--- config.mk ---
export PLATFORM = sky130hd
export DESIGN_NAME = ivm_vector_mapper
export DESIGN_NICKNAME = d
export VERILOG_FILES = /design/src/ivm_pkg.sv /design/src/ivm_vector_mapper.sv
export SDC_FILE = /design/constraint.sdc
export NUM_CORES = 1
export LEC_CHECK = 0
export BUFFER_PORTS_ARGS = -buffer_cell sky130_fd_sc_hd__buf_2
export CAP_MARGIN = 5
export CORE_ASPECT_RATIO = 0.9
export CORE_UTILIZATION = 50
export DETAILED_ROUTE_END_ITERATION = 10
export PLACE_DENSITY_LB_ADDON = 0.12
export SLEW_MARGIN = 15
export SYNTH_ARGS = -nofsm -noshare
export SYNTH_HDL_FRONTEND = slang
export SYNTH_SLANG_ARGS = --single-unit
export TNS_END_PERCENT = 50
--- constraint.sdc ---
create_clock -name clk_sys_i -period 15 [get_ports clk_sys_i]
set_input_delay 1.5 -clock clk_sys_i [delete_from_list [all_inputs] [get_ports clk_sys_i]]
set_output_delay 1.5 -clock clk_sys_i [all_outputs]
set_load 0.005 [all_outputs]
--- src/ivm_pkg.sv ---
package ivm_pkg;

    // register indices on the plain register port
    localparam logic [5:0] IVM_REG_CONTROL  = 6'h00;
    localparam logic [5:0] IVM_REG_TRAP     = 6'h01;
    localparam logic [5:0] IVM_REG_FLAG0    = 6'h04;
    localparam logic [5:0] IVM_REG_ENABLE0  = 6'h0C;
    localparam logic [5:0] IVM_REG_PRIO0    = 6'h14;
    localparam logic [5:0] IVM_REG_VECTOR   = 6'h20;
    localparam logic [5:0] IVM_REG_LEVEL    = 6'h21;

    // word counts and field positions
    localparam int         IVM_FLAG_WORDS   = 5;
    localparam int         IVM_PRIO_WORDS   = 7;
    localparam int         IVM_NUM_SRC      = 8;
    localparam int         IVM_NUM_TRAP     = 4;
    localparam int         IVM_ALT_BIT      = 15;

    // reset values
    localparam logic [15:0] IVM_WORD_RESET  = 16'h0000;
    localparam logic [3:0]  IVM_TRAP_RESET  = 4'h0;

    // vector table layout, program-memory word addresses
    localparam logic [23:0] IVM_TRAP_BASE   = 24'h00_0004;
    localparam logic [23:0] IVM_IRQ_BASE    = 24'h00_0014;
    localparam logic [23:0] IVM_ALT_OFFSET  = 24'h00_0100;
    localparam logic [3:0]  IVM_TRAP_LEVEL  = 4'hF;

    // per-source map, index order = ascending vector number
    // 0 ext pin 0, 1 conversion done, 2 memory write done, 3 change notify,
    // 4 ext pin 1, 5 rtc calendar, 6 voltage detect, 7 low-power wake-up
    localparam logic [6:0] IVM_SRC_VEC  [IVM_NUM_SRC] = '{7'h00, 7'h0D, 7'h0F, 7'h13, 7'h14, 7'h3E, 7'h48, 7'h50};
    localparam logic [2:0] IVM_SRC_FW   [IVM_NUM_SRC] = '{3'h0, 3'h0, 3'h0, 3'h1, 3'h1, 3'h2, 3'h3, 3'h4};
    localparam logic [3:0] IVM_SRC_FB   [IVM_NUM_SRC] = '{4'h0, 4'hD, 4'hF, 4'h3, 4'h4, 4'hE, 4'h8, 4'h0};
    localparam logic [2:0] IVM_SRC_PW   [IVM_NUM_SRC] = '{3'h0, 3'h1, 3'h1, 3'h2, 3'h3, 3'h4, 3'h5, 3'h6};
    localparam logic [3:0] IVM_SRC_PL   [IVM_NUM_SRC] = '{4'h0, 4'h4, 4'hC, 4'hC, 4'h0, 4'h8, 4'h0, 4'h0};

    // register port request
    typedef struct packed {
        logic        we;
        logic        re;
        logic [5:0]  addr;
        logic [15:0] wdata;
    } ivm_bus_req_t;

    // vector handed to the core
    typedef struct packed {
        logic        req;
        logic        trap;
        logic [6:0]  num;
        logic [3:0]  level;
        logic [23:0] addr;
    } ivm_vec_t;

endpackage

--- src/ivm_vector_mapper.sv ---
`timescale 1ns/1ps

module ivm_vector_mapper (
    // clock and reset
    input  wire logic                  clk_sys_i,
    input  wire logic                  arst_n_i,
    // register port
    input  wire ivm_pkg::ivm_bus_req_t bus_i,
    output logic [15:0]                rdata_o,
    // request sources
    input  wire logic [1:0]            ext_pin_i,
    input  wire logic [5:0]            src_event_i,
    input  wire logic [3:0]            trap_event_i,
    // core side
    input  wire logic [3:0]            core_level_i,
    output ivm_pkg::ivm_vec_t          vec_o
);

    // whole module state
    typedef struct packed {
        logic                 alt;
        logic [3:0]           trap;
        logic [4:0][15:0]     flag;
        logic [4:0][15:0]     en;
        logic [6:0][15:0]     prio;
        logic [1:0]           pin_s1;
        logic [1:0]           pin_s2;
        logic [1:0]           pin_d;
        logic [15:0]          rdata;
        ivm_pkg::ivm_vec_t    vec;
    } ivm_state_t;

    ivm_state_t st;       // registered state
    ivm_state_t next_st;  // next value

    // 3-bit priority of source idx from the priority words
    function automatic logic [2:0] ivm_prio_of(input logic [6:0][15:0] pw, input int idx);
        logic [15:0] w;
        w = pw[ivm_pkg::IVM_SRC_PW[idx]];
        return 3'(w >> ivm_pkg::IVM_SRC_PL[idx]);
    endfunction

    // table slot address for a vector
    function automatic logic [23:0] ivm_slot_addr(input logic is_trap, input logic [6:0] num, input logic alt);
        logic [23:0] a;
        a = (is_trap ? ivm_pkg::IVM_TRAP_BASE : ivm_pkg::IVM_IRQ_BASE) + {16'h0000, num, 1'b0};
        if (alt) begin
            a = a + ivm_pkg::IVM_ALT_OFFSET;
        end
        return a;
    endfunction

    // eligibility per source, shared with the checks below
    logic [ivm_pkg::IVM_NUM_SRC-1:0] elig;
    always_comb begin
        for (int i = 0; i < ivm_pkg::IVM_NUM_SRC; i++) begin
            elig[i] = st.flag[ivm_pkg::IVM_SRC_FW[i]][ivm_pkg::IVM_SRC_FB[i]]
                    & st.en[ivm_pkg::IVM_SRC_FW[i]][ivm_pkg::IVM_SRC_FB[i]]
                    & ({1'b0, ivm_prio_of(st.prio, i)} > core_level_i);
        end
    end

    // next-state logic: sync, register port, flag setting, arbitration
    always_comb begin
        logic [1:0]                      rise;
        logic [ivm_pkg::IVM_NUM_SRC-1:0] set;
        logic                            found;
        logic [2:0]                      best_p;
        logic [6:0]                      best_n;
        logic [2:0]                      tnum;
        rise   = 2'b00;
        set    = '0;
        found  = 1'b0;
        best_p = 3'h0;
        best_n = 7'h00;
        tnum   = 3'h0;
        next_st = st;

        // pin synchroniser, then edge detect on the second stage only
        next_st.pin_s1 = ext_pin_i;
        next_st.pin_s2 = st.pin_s1;
        next_st.pin_d  = st.pin_s2;
        rise = st.pin_s2 & ~st.pin_d;

        // register writes
        if (bus_i.we) begin
            if (bus_i.addr == ivm_pkg::IVM_REG_CONTROL) begin
                next_st.alt = bus_i.wdata[ivm_pkg::IVM_ALT_BIT];
            end else if (bus_i.addr == ivm_pkg::IVM_REG_TRAP) begin
                next_st.trap = bus_i.wdata[4:1];
            end
            for (int k = 0; k < ivm_pkg::IVM_FLAG_WORDS; k++) begin
                if (bus_i.addr == ivm_pkg::IVM_REG_FLAG0 + 6'(k)) begin
                    next_st.flag[k] = bus_i.wdata;
                end
                if (bus_i.addr == ivm_pkg::IVM_REG_ENABLE0 + 6'(k)) begin
                    next_st.en[k] = bus_i.wdata;
                end
            end
            for (int k = 0; k < ivm_pkg::IVM_PRIO_WORDS; k++) begin
                if (bus_i.addr == ivm_pkg::IVM_REG_PRIO0 + 6'(k)) begin
                    next_st.prio[k] = bus_i.wdata;
                end
            end
        end

        // hardware sets after the write so a same-cycle clear loses
        set = {src_event_i[5:3], rise[1], src_event_i[2:0], rise[0]};
        for (int i = 0; i < ivm_pkg::IVM_NUM_SRC; i++) begin
            if (set[i]) begin
                next_st.flag[ivm_pkg::IVM_SRC_FW[i]][ivm_pkg::IVM_SRC_FB[i]] = 1'b1;
            end
        end
        next_st.trap = next_st.trap | trap_event_i;

        // read data, valid the cycle after the strobe only
        next_st.rdata = 16'h0000;
        if (bus_i.re) begin
            unique case (bus_i.addr)
                ivm_pkg::IVM_REG_CONTROL: next_st.rdata = {st.alt, 15'h0000};
                ivm_pkg::IVM_REG_TRAP:    next_st.rdata = {11'h000, st.trap, 1'b0};
                ivm_pkg::IVM_REG_VECTOR:  next_st.rdata = {8'h00, st.vec.req, st.vec.num};
                ivm_pkg::IVM_REG_LEVEL:   next_st.rdata = {11'h000, st.vec.trap, st.vec.level};
                default: begin
                    // word banks; anything else reads zero
                    for (int k = 0; k < ivm_pkg::IVM_FLAG_WORDS; k++) begin
                        if (bus_i.addr == ivm_pkg::IVM_REG_FLAG0 + 6'(k)) begin
                            next_st.rdata = st.flag[k];
                        end
                        if (bus_i.addr == ivm_pkg::IVM_REG_ENABLE0 + 6'(k)) begin
                            next_st.rdata = st.en[k];
                        end
                    end
                    for (int k = 0; k < ivm_pkg::IVM_PRIO_WORDS; k++) begin
                        if (bus_i.addr == ivm_pkg::IVM_REG_PRIO0 + 6'(k)) begin
                            next_st.rdata = st.prio[k];
                        end
                    end
                end
            endcase
        end

        // user arbitration; strict compare keeps the lower vector on a tie
        for (int i = 0; i < ivm_pkg::IVM_NUM_SRC; i++) begin
            if (elig[i] && (!found || ivm_prio_of(st.prio, i) > best_p)) begin
                found  = 1'b1;
                best_p = ivm_prio_of(st.prio, i);
                best_n = ivm_pkg::IVM_SRC_VEC[i];
            end
        end

        // traps are not maskable and outrank users; lowest trap first
        for (int t = ivm_pkg::IVM_NUM_TRAP - 1; t >= 0; t--) begin
            if (st.trap[t]) begin
                tnum = 3'(t + 1);
            end
        end

        if (|st.trap) begin
            next_st.vec.req   = 1'b1;
            next_st.vec.trap  = 1'b1;
            next_st.vec.num   = {4'h0, tnum};
            next_st.vec.level = ivm_pkg::IVM_TRAP_LEVEL;
            next_st.vec.addr  = ivm_slot_addr(1'b1, {4'h0, tnum}, st.alt);
        end else if (found) begin
            next_st.vec.req   = 1'b1;
            next_st.vec.trap  = 1'b0;
            next_st.vec.num   = best_n;
            next_st.vec.level = {1'b0, best_p};
            next_st.vec.addr  = ivm_slot_addr(1'b0, best_n, st.alt);
        end else begin
            // idle: nothing offered, address parked at zero
            next_st.vec = '0;
        end
    end

    // state register; reset clears everything, no vector is offered
    always_ff @(posedge clk_sys_i or negedge arst_n_i) begin
        if (!arst_n_i) begin
            st <= '0;
        end else begin
            st <= next_st;
        end
    end

    // outputs straight from flip-flops
    assign rdata_o = st.rdata;
    assign vec_o   = st.vec;

    // alternate bit tracks the select bit at decision time
    a_alt_offset: assert property (@(posedge clk_sys_i) disable iff (!arst_n_i)
        vec_o.req |-> (vec_o.addr[8] == $past(st.alt)))
        else $error("vector address ignores table select");

    // trap addresses stay inside the trap block
    a_trap_range: assert property (@(posedge clk_sys_i) disable iff (!arst_n_i)
        (vec_o.req && vec_o.trap) |-> (vec_o.addr[7:0] >= 8'h04 && vec_o.addr[7:0] <= 8'h12
                                       && vec_o.addr[7:0] == {vec_o.num[6:0], 1'b0} + 8'h04))
        else $error("trap slot address wrong");

    // interrupt slot address
    a_irq_addr: assert property (@(posedge clk_sys_i) disable iff (!arst_n_i)
        (vec_o.req && !vec_o.trap) |-> (vec_o.addr[7:0] == {vec_o.num, 1'b0} + 8'h14)
                                       && (vec_o.addr[23:9] == 15'h0000))
        else $error("interrupt slot address wrong");

    // pending trap offered on the next cycle
    a_trap_first: assert property (@(posedge clk_sys_i) disable iff (!arst_n_i)
        (st.trap[0]) |=> (vec_o.req && vec_o.trap && vec_o.num == 7'h01))
        else $error("oscillator trap not offered first");

    // request only above the core level
    a_core_mask: assert property (@(posedge clk_sys_i) disable iff (!arst_n_i)
        (vec_o.req && !vec_o.trap) |-> (vec_o.level > $past(core_level_i)))
        else $error("masked source offered");

    // flag stays set until software writes
    a_flag_sticky: assert property (@(posedge clk_sys_i) disable iff (!arst_n_i)
        ($past(st.flag[0][13]) && !$past(bus_i.we)) |-> st.flag[0][13])
        else $error("flag cleared without write");

    // event beats a clear in the same cycle
    a_set_wins: assert property (@(posedge clk_sys_i) disable iff (!arst_n_i)
        $past(src_event_i[0]) |-> st.flag[0][13])
        else $error("conversion event lost");

    // pin edge reaches the flag after the synchroniser
    a_pin_sync: assert property (@(posedge clk_sys_i) disable iff (!arst_n_i)
        $rose(ext_pin_i[0]) |-> ##3 st.flag[0][0])
        else $error("pin zero edge not flagged");

    // pin one takes the same three edges through the synchroniser
    a_pin_one: assert property (@(posedge clk_sys_i) disable iff (!arst_n_i)
        $rose(ext_pin_i[1]) |-> ##3 st.flag[1][4])
        else $error("pin one edge not flagged");

    // memory write event sets its flag on the next edge
    a_write_done_flag: assert property (@(posedge clk_sys_i) disable iff (!arst_n_i)
        $past(src_event_i[1]) |-> st.flag[0][15])
        else $error("write done event lost");

    // change notify event lands in the second flag word
    a_change_flag: assert property (@(posedge clk_sys_i) disable iff (!arst_n_i)
        $past(src_event_i[2]) |-> st.flag[1][3])
        else $error("change notify event lost");

    // calendar event lands in the third flag word
    a_rtc_flag: assert property (@(posedge clk_sys_i) disable iff (!arst_n_i)
        $past(src_event_i[3]) |-> st.flag[2][14])
        else $error("calendar event lost");

    // voltage detect event lands in the fourth flag word
    a_level_flag: assert property (@(posedge clk_sys_i) disable iff (!arst_n_i)
        $past(src_event_i[4]) |-> st.flag[3][8])
        else $error("voltage detect event lost");

    // wake-up event lands in the fifth flag word
    a_wake_flag: assert property (@(posedge clk_sys_i) disable iff (!arst_n_i)
        $past(src_event_i[5]) |-> st.flag[4][0])
        else $error("wake-up event lost");

    // idle output parks every field at zero, as after reset
    a_idle_zero: assert property (@(posedge clk_sys_i) disable iff (!arst_n_i)
        !vec_o.req |-> (vec_o == '0))
        else $error("idle vector not zero");

    // a pending trap pre-empts every user source
    a_trap_wins: assert property (@(posedge clk_sys_i) disable iff (!arst_n_i)
        (|st.trap) |=> (vec_o.req && vec_o.trap && vec_o.level == ivm_pkg::IVM_TRAP_LEVEL))
        else $error("trap did not pre-empt users");

    // reserved trap numbers are never offered
    a_trap_known: assert property (@(posedge clk_sys_i) disable iff (!arst_n_i)
        (vec_o.req && vec_o.trap) |-> (vec_o.num >= 7'h01 && vec_o.num <= 7'h04))
        else $error("reserved trap offered");

    // user level is one of the seven requesting levels
    a_user_level: assert property (@(posedge clk_sys_i) disable iff (!arst_n_i)
        (vec_o.req && !vec_o.trap) |-> (vec_o.level[3] == 1'b0 && vec_o.level != 4'h0))
        else $error("user level out of range");

    // equal priority goes to the lower vector
    a_tie_lower: assert property (@(posedge clk_sys_i) disable iff (!arst_n_i)
        (elig == 8'h06 && st.trap == 4'h0 && ivm_prio_of(st.prio, 1) == ivm_prio_of(st.prio, 2))
         |=> (vec_o.num == 7'h0D))
        else $error("tie not given to lower vector");

endmodule

======== After elaboration in Yosys (flattened, before gate mapping) ========
Cells that the tools add are included.
storage, ports and cells
  bits in registers ....................... 336
  input bits .............................. 42
  output and inout bits ................... 53
  logic and storage cells ................. 237
cells by class
  add/sub/neg operators ................... 4
  magnitude comparators ................... 15
  eq/ne operators ......................... 20
  mux-type cells .......................... 78
  bitwise operators ....................... 19
  reductions and logical operators ........ 65
operators by type and width
  kind                                            count
  2-to-1 mux 16 bit                               35
  2-to-1 mux 276 bit                              1
  2-to-1 mux 37 bit                               2
  one-hot mux 16 bit (4 select lines)             1
  AND reduction 2 bit                             26
  == test 6 x 5 -> 1 bit (second input constant)  8
  2-to-1 mux 7 bit                                6
  2-to-1 mux 3 bit                                12
  > comparator 3 x 4 -> 1 bit                     8
  nonzero test 2 bit                              16
  == test 6 x 4 -> 1 bit (second input constant)  5
  == test 6 x 3 -> 1 bit (second input constant)  4
  > comparator 3 bit                              7
  2-to-1 mux 10 bit                               2
  AND 1 bit                                       16
  2-to-1 mux 1 bit                                16
  == test 6 bit (second input constant)           2
  2-to-1 mux 4 bit                                3
  adder 5 x 9 -> 10 bit (second input constant)   1
  adder 9 x 9 -> 10 bit (second input constant)   1
  adder 5 x 8 -> 9 bit (first input constant)     1
  logical AND 1 bit                               7
  logical NOT 1 bit                               7
  logical OR 1 bit                                7
  other kinds (7)                                 7

======== Depth between registers and ports, before layout ========
Gate-level depths: netlist of the first run.
  word-level depth ........................ 36
  mapped depth ............................ 64
  depth with buffers taken out ............ 62

======== Worst setup path after synthesis of the first run ========
OpenSTA, ideal clock, no wires.
  kind .................................... input to register
  start ................................... input core_level_i[2]
  end ..................................... register st (netlist bit vec_o[4])
  library setup time ...................... 122 ps
  arrival ................................. 11637 ps
  data required time ...................... 14878 ps
  path slack .............................. 3241 ps
  stages on the path ...................... 59
  buffers on the path ..................... 3
  path through ............................ inv_1 > ha_1 > a21oi_1 > nand2_1 > and2_1 > buf_6 > nand2_1 > ha_1 > nor2b_1 > o21a_1 > o21ai_2 > o211a_1 > nor2_1 > ha_1 > nor2b_1 > o21a_1 > o21a_1 > o21ba_4 > (+23 left out) > a22oi_1 > ha_1 > nor2b_1 > o21a_1 > o21ai_0 > a21oi_1 > a22o_1 > a21oi_1 > ha_1 > a21o_1 > a21oi_1 > a31oi_1 > o21a_1 > buf_4 > nor3_1 > ha_1 > nand2_1 > a32o_1
RTL lines
  element                 RTL line                  RTL
  start: declaration      ivm_vector_mapper.sv:15   input wire logic [3:0] core_level_i,
  end signal: assignment  ivm_vector_mapper.sv:182  st <= next_st;
  end: declaration        ivm_vector_mapper.sv:33   ivm_state_t st;

==> metrics.txt, run 1 <==
H-tree depth 2; gp weighted congestion 0.889; Die ar. 0.0329 mm2; CTS tree built; starting density of the core 51.5%; Crit-path slowest cell nor3_1; Total GRT Usage 30.4%; final worst path period need 12,920 ps; Leakage 8.26 nW; final setup fails 0; grt total ovfl 0; vias in the first global route 11,600; most common cell after layout, fill and taps aside dfrtp_1; Detail Route Antenna Nets 0; Mean Syn Cell Area 11.8 um2; kind of critical path in -> reg; DRC viols 0; Area Growth Syn to Fin 9.47%; dpl hpwl 33,000 um; Critical Path AT 13,330 ps; hold_buf cts 0; synth unique cells 80; combinational share of power 12.8%; fin. max-slew vios 0; commonest cells after routing, fill and taps aside dfrtp_1 (319), mux2_2 (268), nand2_1 (84); Syn. warnings 0; number of gates resized after CTS 0; Cells after Synth 1,368; Post-synth EDFFs 0; crit end category flip-flop; Post-Route WL 48,600 um; setup TNS 0 ps; initial antenna violation count 1; crit-path max FO 11; #FFs+latches synth 319; Nets 1,481; die width 191 um; Critical Path RT 15,410 ps; largest net degree at the start of global routing 115; Power Total 2.16 mW; Die Y 172 um; number of post-CTS setup repair buffers 0; max cap viols 0; Root Buffer clkbuf_16; Worst IR Drop VDD 92.8 uV; critical path launch point type input port; Final Cycle Share 86.1%; fillers 2,672; maximum clock insertion buffer count 3; worst slew pin tran 1200 ps; path depth of the worst reg2reg path 54; Hold Startpoint next_st[56]; count of clock tree sinks 319; vias per inst 6.44; WL/cell 26.7 um; hold path cells 0; Reg area 0.00798 mm2; core area 0.0313 mm2; clock group share of total power 39.6%; crit-path most repeated cell ha_1; R2R Path End vec_o[4]; dominant synthesized flop cell dfrtp_1; Pwr Density 122 mW/mm2; Post-Place Cells 1,763; P_sw 0.558 mW; outcome finished, final reports clean; async set or reset register ratio after synthesis 100%; Ports 95; first-iteration detailed-routing DRC count 1,183; clock slew seen by the registers of the worst setup and hold paths 60 ps; Sequential Power Share 47.6%; Worst Hold Path EP next_st[54]; FF-to-FF setup slack 2880 ps; CTS buffer count 35; r2r startpoint st[61]; P_int 1.60 mW; sequential area share after synthesis 49.6%; Worst Skew 12.3 ps; netlist area before placement 0.0161 mm2; Layout Utilization 56.3%; Via Count 11,700; RSZ-0062 raised after global routing no; Relative slew margins 19.9%; First-pass DRT Iterations 6; Hold Crit Class reg -> reg; PortBufs 79; multi-input logic area 0.00734 mm2; Hold Vio Cnt, Final 0; peak per-stage delay on the critical path 480 ps; clk_lat worst skew 530 ps; Antenna diodes 0; switching part of the total 25.9%; Non-Filler Instances 1,821; first-pass GRT wire length 73,700 um; Fmax achieved 0.0774 GHz; FP Rows 61; share of cells above drive strength 1 31.7%
==> worst max-delay path, delay by kind of cell <==
kind | cells | cell delay (ps)
AOI/OAI and AO/OA | 31 | 6100
and+or+nand+nor | 14 | 2720
adders and majority gates | 9 | 2650
buffers and inverters | 2 | 340
==> how the worst max path moves through the flow <==
stage	start	endpoint	slack [ps]	cells past startpoint
after floorplan	core_level_i[2]	vec_o[4]	3240	59
after global placement	core_level_i[2]	vec_o[4]	2090	57
after detailed placement	core_level_i[2]	vec_o[4]	1750	56
after CTS	core_level_i[1]	vec_o[4]	2250	57
after global routing	core_level_i[2]	vec_o[4]	1180	58
final	core_level_i[1]	vec_o[4]	2080	56
==> routing by layer <==
metal,global-route usage [%],routed length (um),vias up
met5,0,13,-
met4,9.97,1360,2
met3,6.88,4040,72
met2,45.1,21000,483
met1,44.0,22200,6083
li1,-,-,5082
==> cells by family after synthesis <==
kind of cell	count (synthesis)	synth area share, %
other	1	0.0233
multiplexers	278	19.4
flip-flops	319	49.6
XOR/XNOR	1	0.0544
adder cells (fa/ha/maj)	48	3.73
buffers and inverters	155	5.25
AO/OA/AOI/OAI	309	14.1
AND/OR/NAND/NOR	257	7.82
==> Yosys cell counts, types with 4 or more instances <==
cell       instances  area (um2)
nor2_2             4        25.0
ha_1              48         601
o221ai_1           7        61.3
a21oi_1           49         245
o31ai_1            4        30.0
nor3_1             7        35.0
a32oi_1            6        52.6
mux2_2           268        3020
clkbuf_1          42         158
nand2_1           84         315
nor2_1            66         248
o21a_1            13        97.6
dfrtp_1          319        7980
a211oi_1          12        90.1
o21ai_0           48         240
nand4_1            8        50.1
nand2b_1           9        56.3
nand3_1           21         105
a31oi_1           11        68.8
a21o_1             5        37.5
and3_1            17         106
mux2i_1            8        80.1
o22ai_1           15        93.8
a221o_1            7        70.1
nor2b_1           11        68.8
buf_2             25         125
inv_1             24        90.1
a2111oi_0          5        43.8
or2_2              4        25.0
a22o_1            11        96.3
a211o_1           10        87.6
buf_4             58         435
a22oi_1           54         405
a222oi_1          15         150
nand3b_1           4        30.0
a221oi_1           6        52.6
==> state kept, by name, indices dropped and copies added (netlist names) <==
name / cells
st: 279
vec_o: 20
rdata_o: 16
next_st: 4
==> area by class of cell <==
type / count / area share [%]
clock buffer: 51 / 5.89
clock inverter: 7 / 0.525
inverter: 25 / 0.532
multi-input combinational: 909 / 41.6
sequential: 319 / 45.3
tap: 409 / 2.90
timing repair buffer: 101 / 3.24
==> through the flow <==
stage | area, um2 | hold WS (ps) | setup slack [ps]
2_1_floorplan | 16200 | 331 | 3240
3_3_place_gp | 16500 | 335 | 2090
3_5_place_dp | 16500 | 338 | 1750
4_1_cts | 17600 | 351 | 2250
5_1_grt | 17600 | 365 | 1180
6_report | 17600 | 351 | 2080
==> power groups by stage <==
stage                     Clock [mW]  Sequential (mW)  Combinational [mW]
after detailed placement           0             1.04               0.274
after CTS                      0.866             1.02               0.275
after floorplan                    0             1.01               0.199
after global routing           0.902             1.04               0.307
final                          0.854             1.03               0.277
after global placement             0             1.03               0.265
No activity file was read; power rests on OpenSTA's default activity.
==> inputs of run 2 (changes only) <==
--- a/config.mk
+++ b/config.mk
@@ -9,6 +9,7 @@
 export CAP_MARGIN = 5
 export CORE_ASPECT_RATIO = 0.9
 export CORE_UTILIZATION = 50
+export CTS_BUF_LIST = sky130_fd_sc_hd__clkbuf_4 sky130_fd_sc_hd__clkbuf_8 sky130_fd_sc_hd__clkbuf_16
 export DETAILED_ROUTE_END_ITERATION = 10
 export PLACE_DENSITY_LB_ADDON = 0.12
 export SLEW_MARGIN = 15
==> metrics.txt, run 2 (synthesis results as in run 1) <==
clk_lat worst skew 530 ps (about the same); crit-path most repeated cell ha_1; WL/cell 26.6 um (-0.19%); dpl ws 1750 ps (unchanged); fillers 2,664 (-0.30%); Hold Vio Cnt, Final 0 (unchanged); largest register by flop count st; kind of critical path in -> reg; post-route cell area 0.0177 mm2 (+0.17%); fin. max-slew vios 0 (unchanged); CP startpoint core_level_i[1]; count of clock tree sinks 319 (unchanged); max cap viols 0 (unchanged); setup TNS 0 ps (unchanged); Detail Route Antenna Nets 0 (unchanged); Die ar. 0.0329 mm2 (unchanged); Power Total 2.17 mW (+0.65%); CTS tree built; DP Area 0.0165 mm2 (unchanged); H-tree depth 2 (unchanged); Crit-path slowest cell o32ai_1; Hold Crit Class reg -> reg; Relative slew margins 20.6% (+0.74 points); Worst Skew 12.7 ps (+0.382 ps); FP Rows 61 (unchanged); Layout Utilization 56.4% (+0.096 points); outcome finished, final reports clean; Critical Path RT 15,410 ps (about the same); final setup fails 0 (unchanged); P_sw 0.558 mW (about the same); Fmax achieved 0.0775 GHz (about the same); commonest cells after routing, fill and taps aside dfrtp_1 (319), mux2_2 (268), nand2_1 (84); first-iteration detailed-routing DRC count 1,086 (-8.2%); die width 191 um (unchanged); vias per inst 6.45 (+0.23%); DRC viols 0 (unchanged); Nets 1,481 (unchanged); CTS buffer count 35 (unchanged); Reg area 0.00798 mm2 (unchanged); Largest register FFs 279 (unchanged); number of gates resized after CTS 0 (unchanged); Hold Startpoint next_st[56]; Final Cycle Share 86.1% (about the same); Antenna diodes 0 (unchanged); switching part of the total 25.7% (-0.18 points); core area 0.0313 mm2 (unchanged); gp weighted congestion 0.889 (unchanged); largest net degree at the start of global routing 115 (unchanged); maximum clock insertion buffer count 3 (unchanged); worst slew pin tran 1190 ps (-11.1 ps); first-pass GRT wire length 73,700 um (about the same); number of post-CTS setup repair buffers 0 (unchanged); PortBufs 79 (unchanged); combinational share of power 12.7% (about the same); grt total ovfl 0 (unchanged); crit-path max FO 11 (unchanged); clock group share of total power 40.0% (+0.4 points); share of cells above drive strength 1 32.3% (+0.57 points); First-pass DRT Iterations 5 (-1); Post-Place Cells 1,763 (unchanged); hold_ws 351 ps (+0.0140 ps); Leakage 8.28 nW (+0.33%); RSZ-0062 raised after global routing no; vias in the first global route 11,600 (+0.017%); P_int 1.61 mW (+0.90%); Non-Filler Instances 1,821 (unchanged); Ports 95 (unchanged); Worst IR Drop VDD 93.6 uV (+0.84%); r2r startpoint st[61]; multi-input logic area 0.00734 mm2 (unchanged); Die Y 172 um (unchanged); dpl hpwl 33,000 um (unchanged); Area Growth Syn to Fin 9.66%; clock slew seen by the registers of the worst setup and hold paths 60 ps (about the same); peak per-stage delay on the critical path 460 ps (-20 ps); starting density of the core 51.5% (unchanged); Post-Route WL 48,500 um (-0.19%); Via Count 11,700 (+0.23%); Root Buffer clkbuf_16; Critical Path AT 13,320 ps (about the same); critical path launch point type input port; Sequential Power Share 47.3% (-0.3 points); hold_buf cts 0 (unchanged); most common cell after layout, fill and taps aside dfrtp_1; Pwr Density 123 mW/mm2 (+0.48%); crit end category flip-flop; final worst path period need 12,910 ps (-11.0 ps); initial antenna violation count 1 (unchanged); final worst slack 2090 ps (+11.0 ps); Total GRT Usage 30.4% (about the same)
[run 2: cell counts in the layout (fill, tap and decap cells not counted)]
No cell type changed its count.
[run 2: area by class of cell]
| cell class | count | area share, % |
|---|---|---|
| multi-input combinational | 909 | 41.6 |
| tap | 409 | 2.90 |
| clock buffer | 51 | 6.05 |
| inverter | 25 | 0.531 |
| sequential | 319 | 45.2 |
| clock inverter | 7 | 0.524 |
| timing repair buffer | 101 | 3.23 |
[run 2: final timing paths]
path / slack [ps] / to / depth (start not counted)
setup / recovery: 2090 / vec_o[4] / 57
hold / removal: 350 / next_st[54] / 0
setup reg to reg: 2900 / vec_o[4] / 55
hold reg to reg: 350 / next_st[54] / 0
max in group asynchronous: 11670 / st[183] / 3
min in group asynchronous: 1040 / vec_o[7] / 1
[run 2: worst max-delay path, delay by kind of cell]
kind                       cells  cell delay [ps]
AOI/OAI and AO/OA             32             6320
adders and majority gates      9             2540
buffers and inverters          2              350
and+or+nand+nor               14             2600
[run 2: routing by layer]
metal / track usage, % / part of all wire [%]
met5: 0 / 0.027
met4: 9.97 / 2.9
met3: 6.88 / 8.6
met2: 45.1 / 43
met1: 44.0 / 45
[run 2: power by group through the flow]
| stage | clock, mW | combinational, mW | sequential [mW] |
|---|---|---|---|
| final | 0.868 | 0.277 | 1.03 |
| after global placement | 0 | 0.265 | 1.03 |
| after global routing | 0.917 | 0.307 | 1.04 |
| after detailed placement | 0 | 0.274 | 1.04 |
| after floorplan | 0 | 0.199 | 1.01 |
| after CTS | 0.881 | 0.275 | 1.02 |
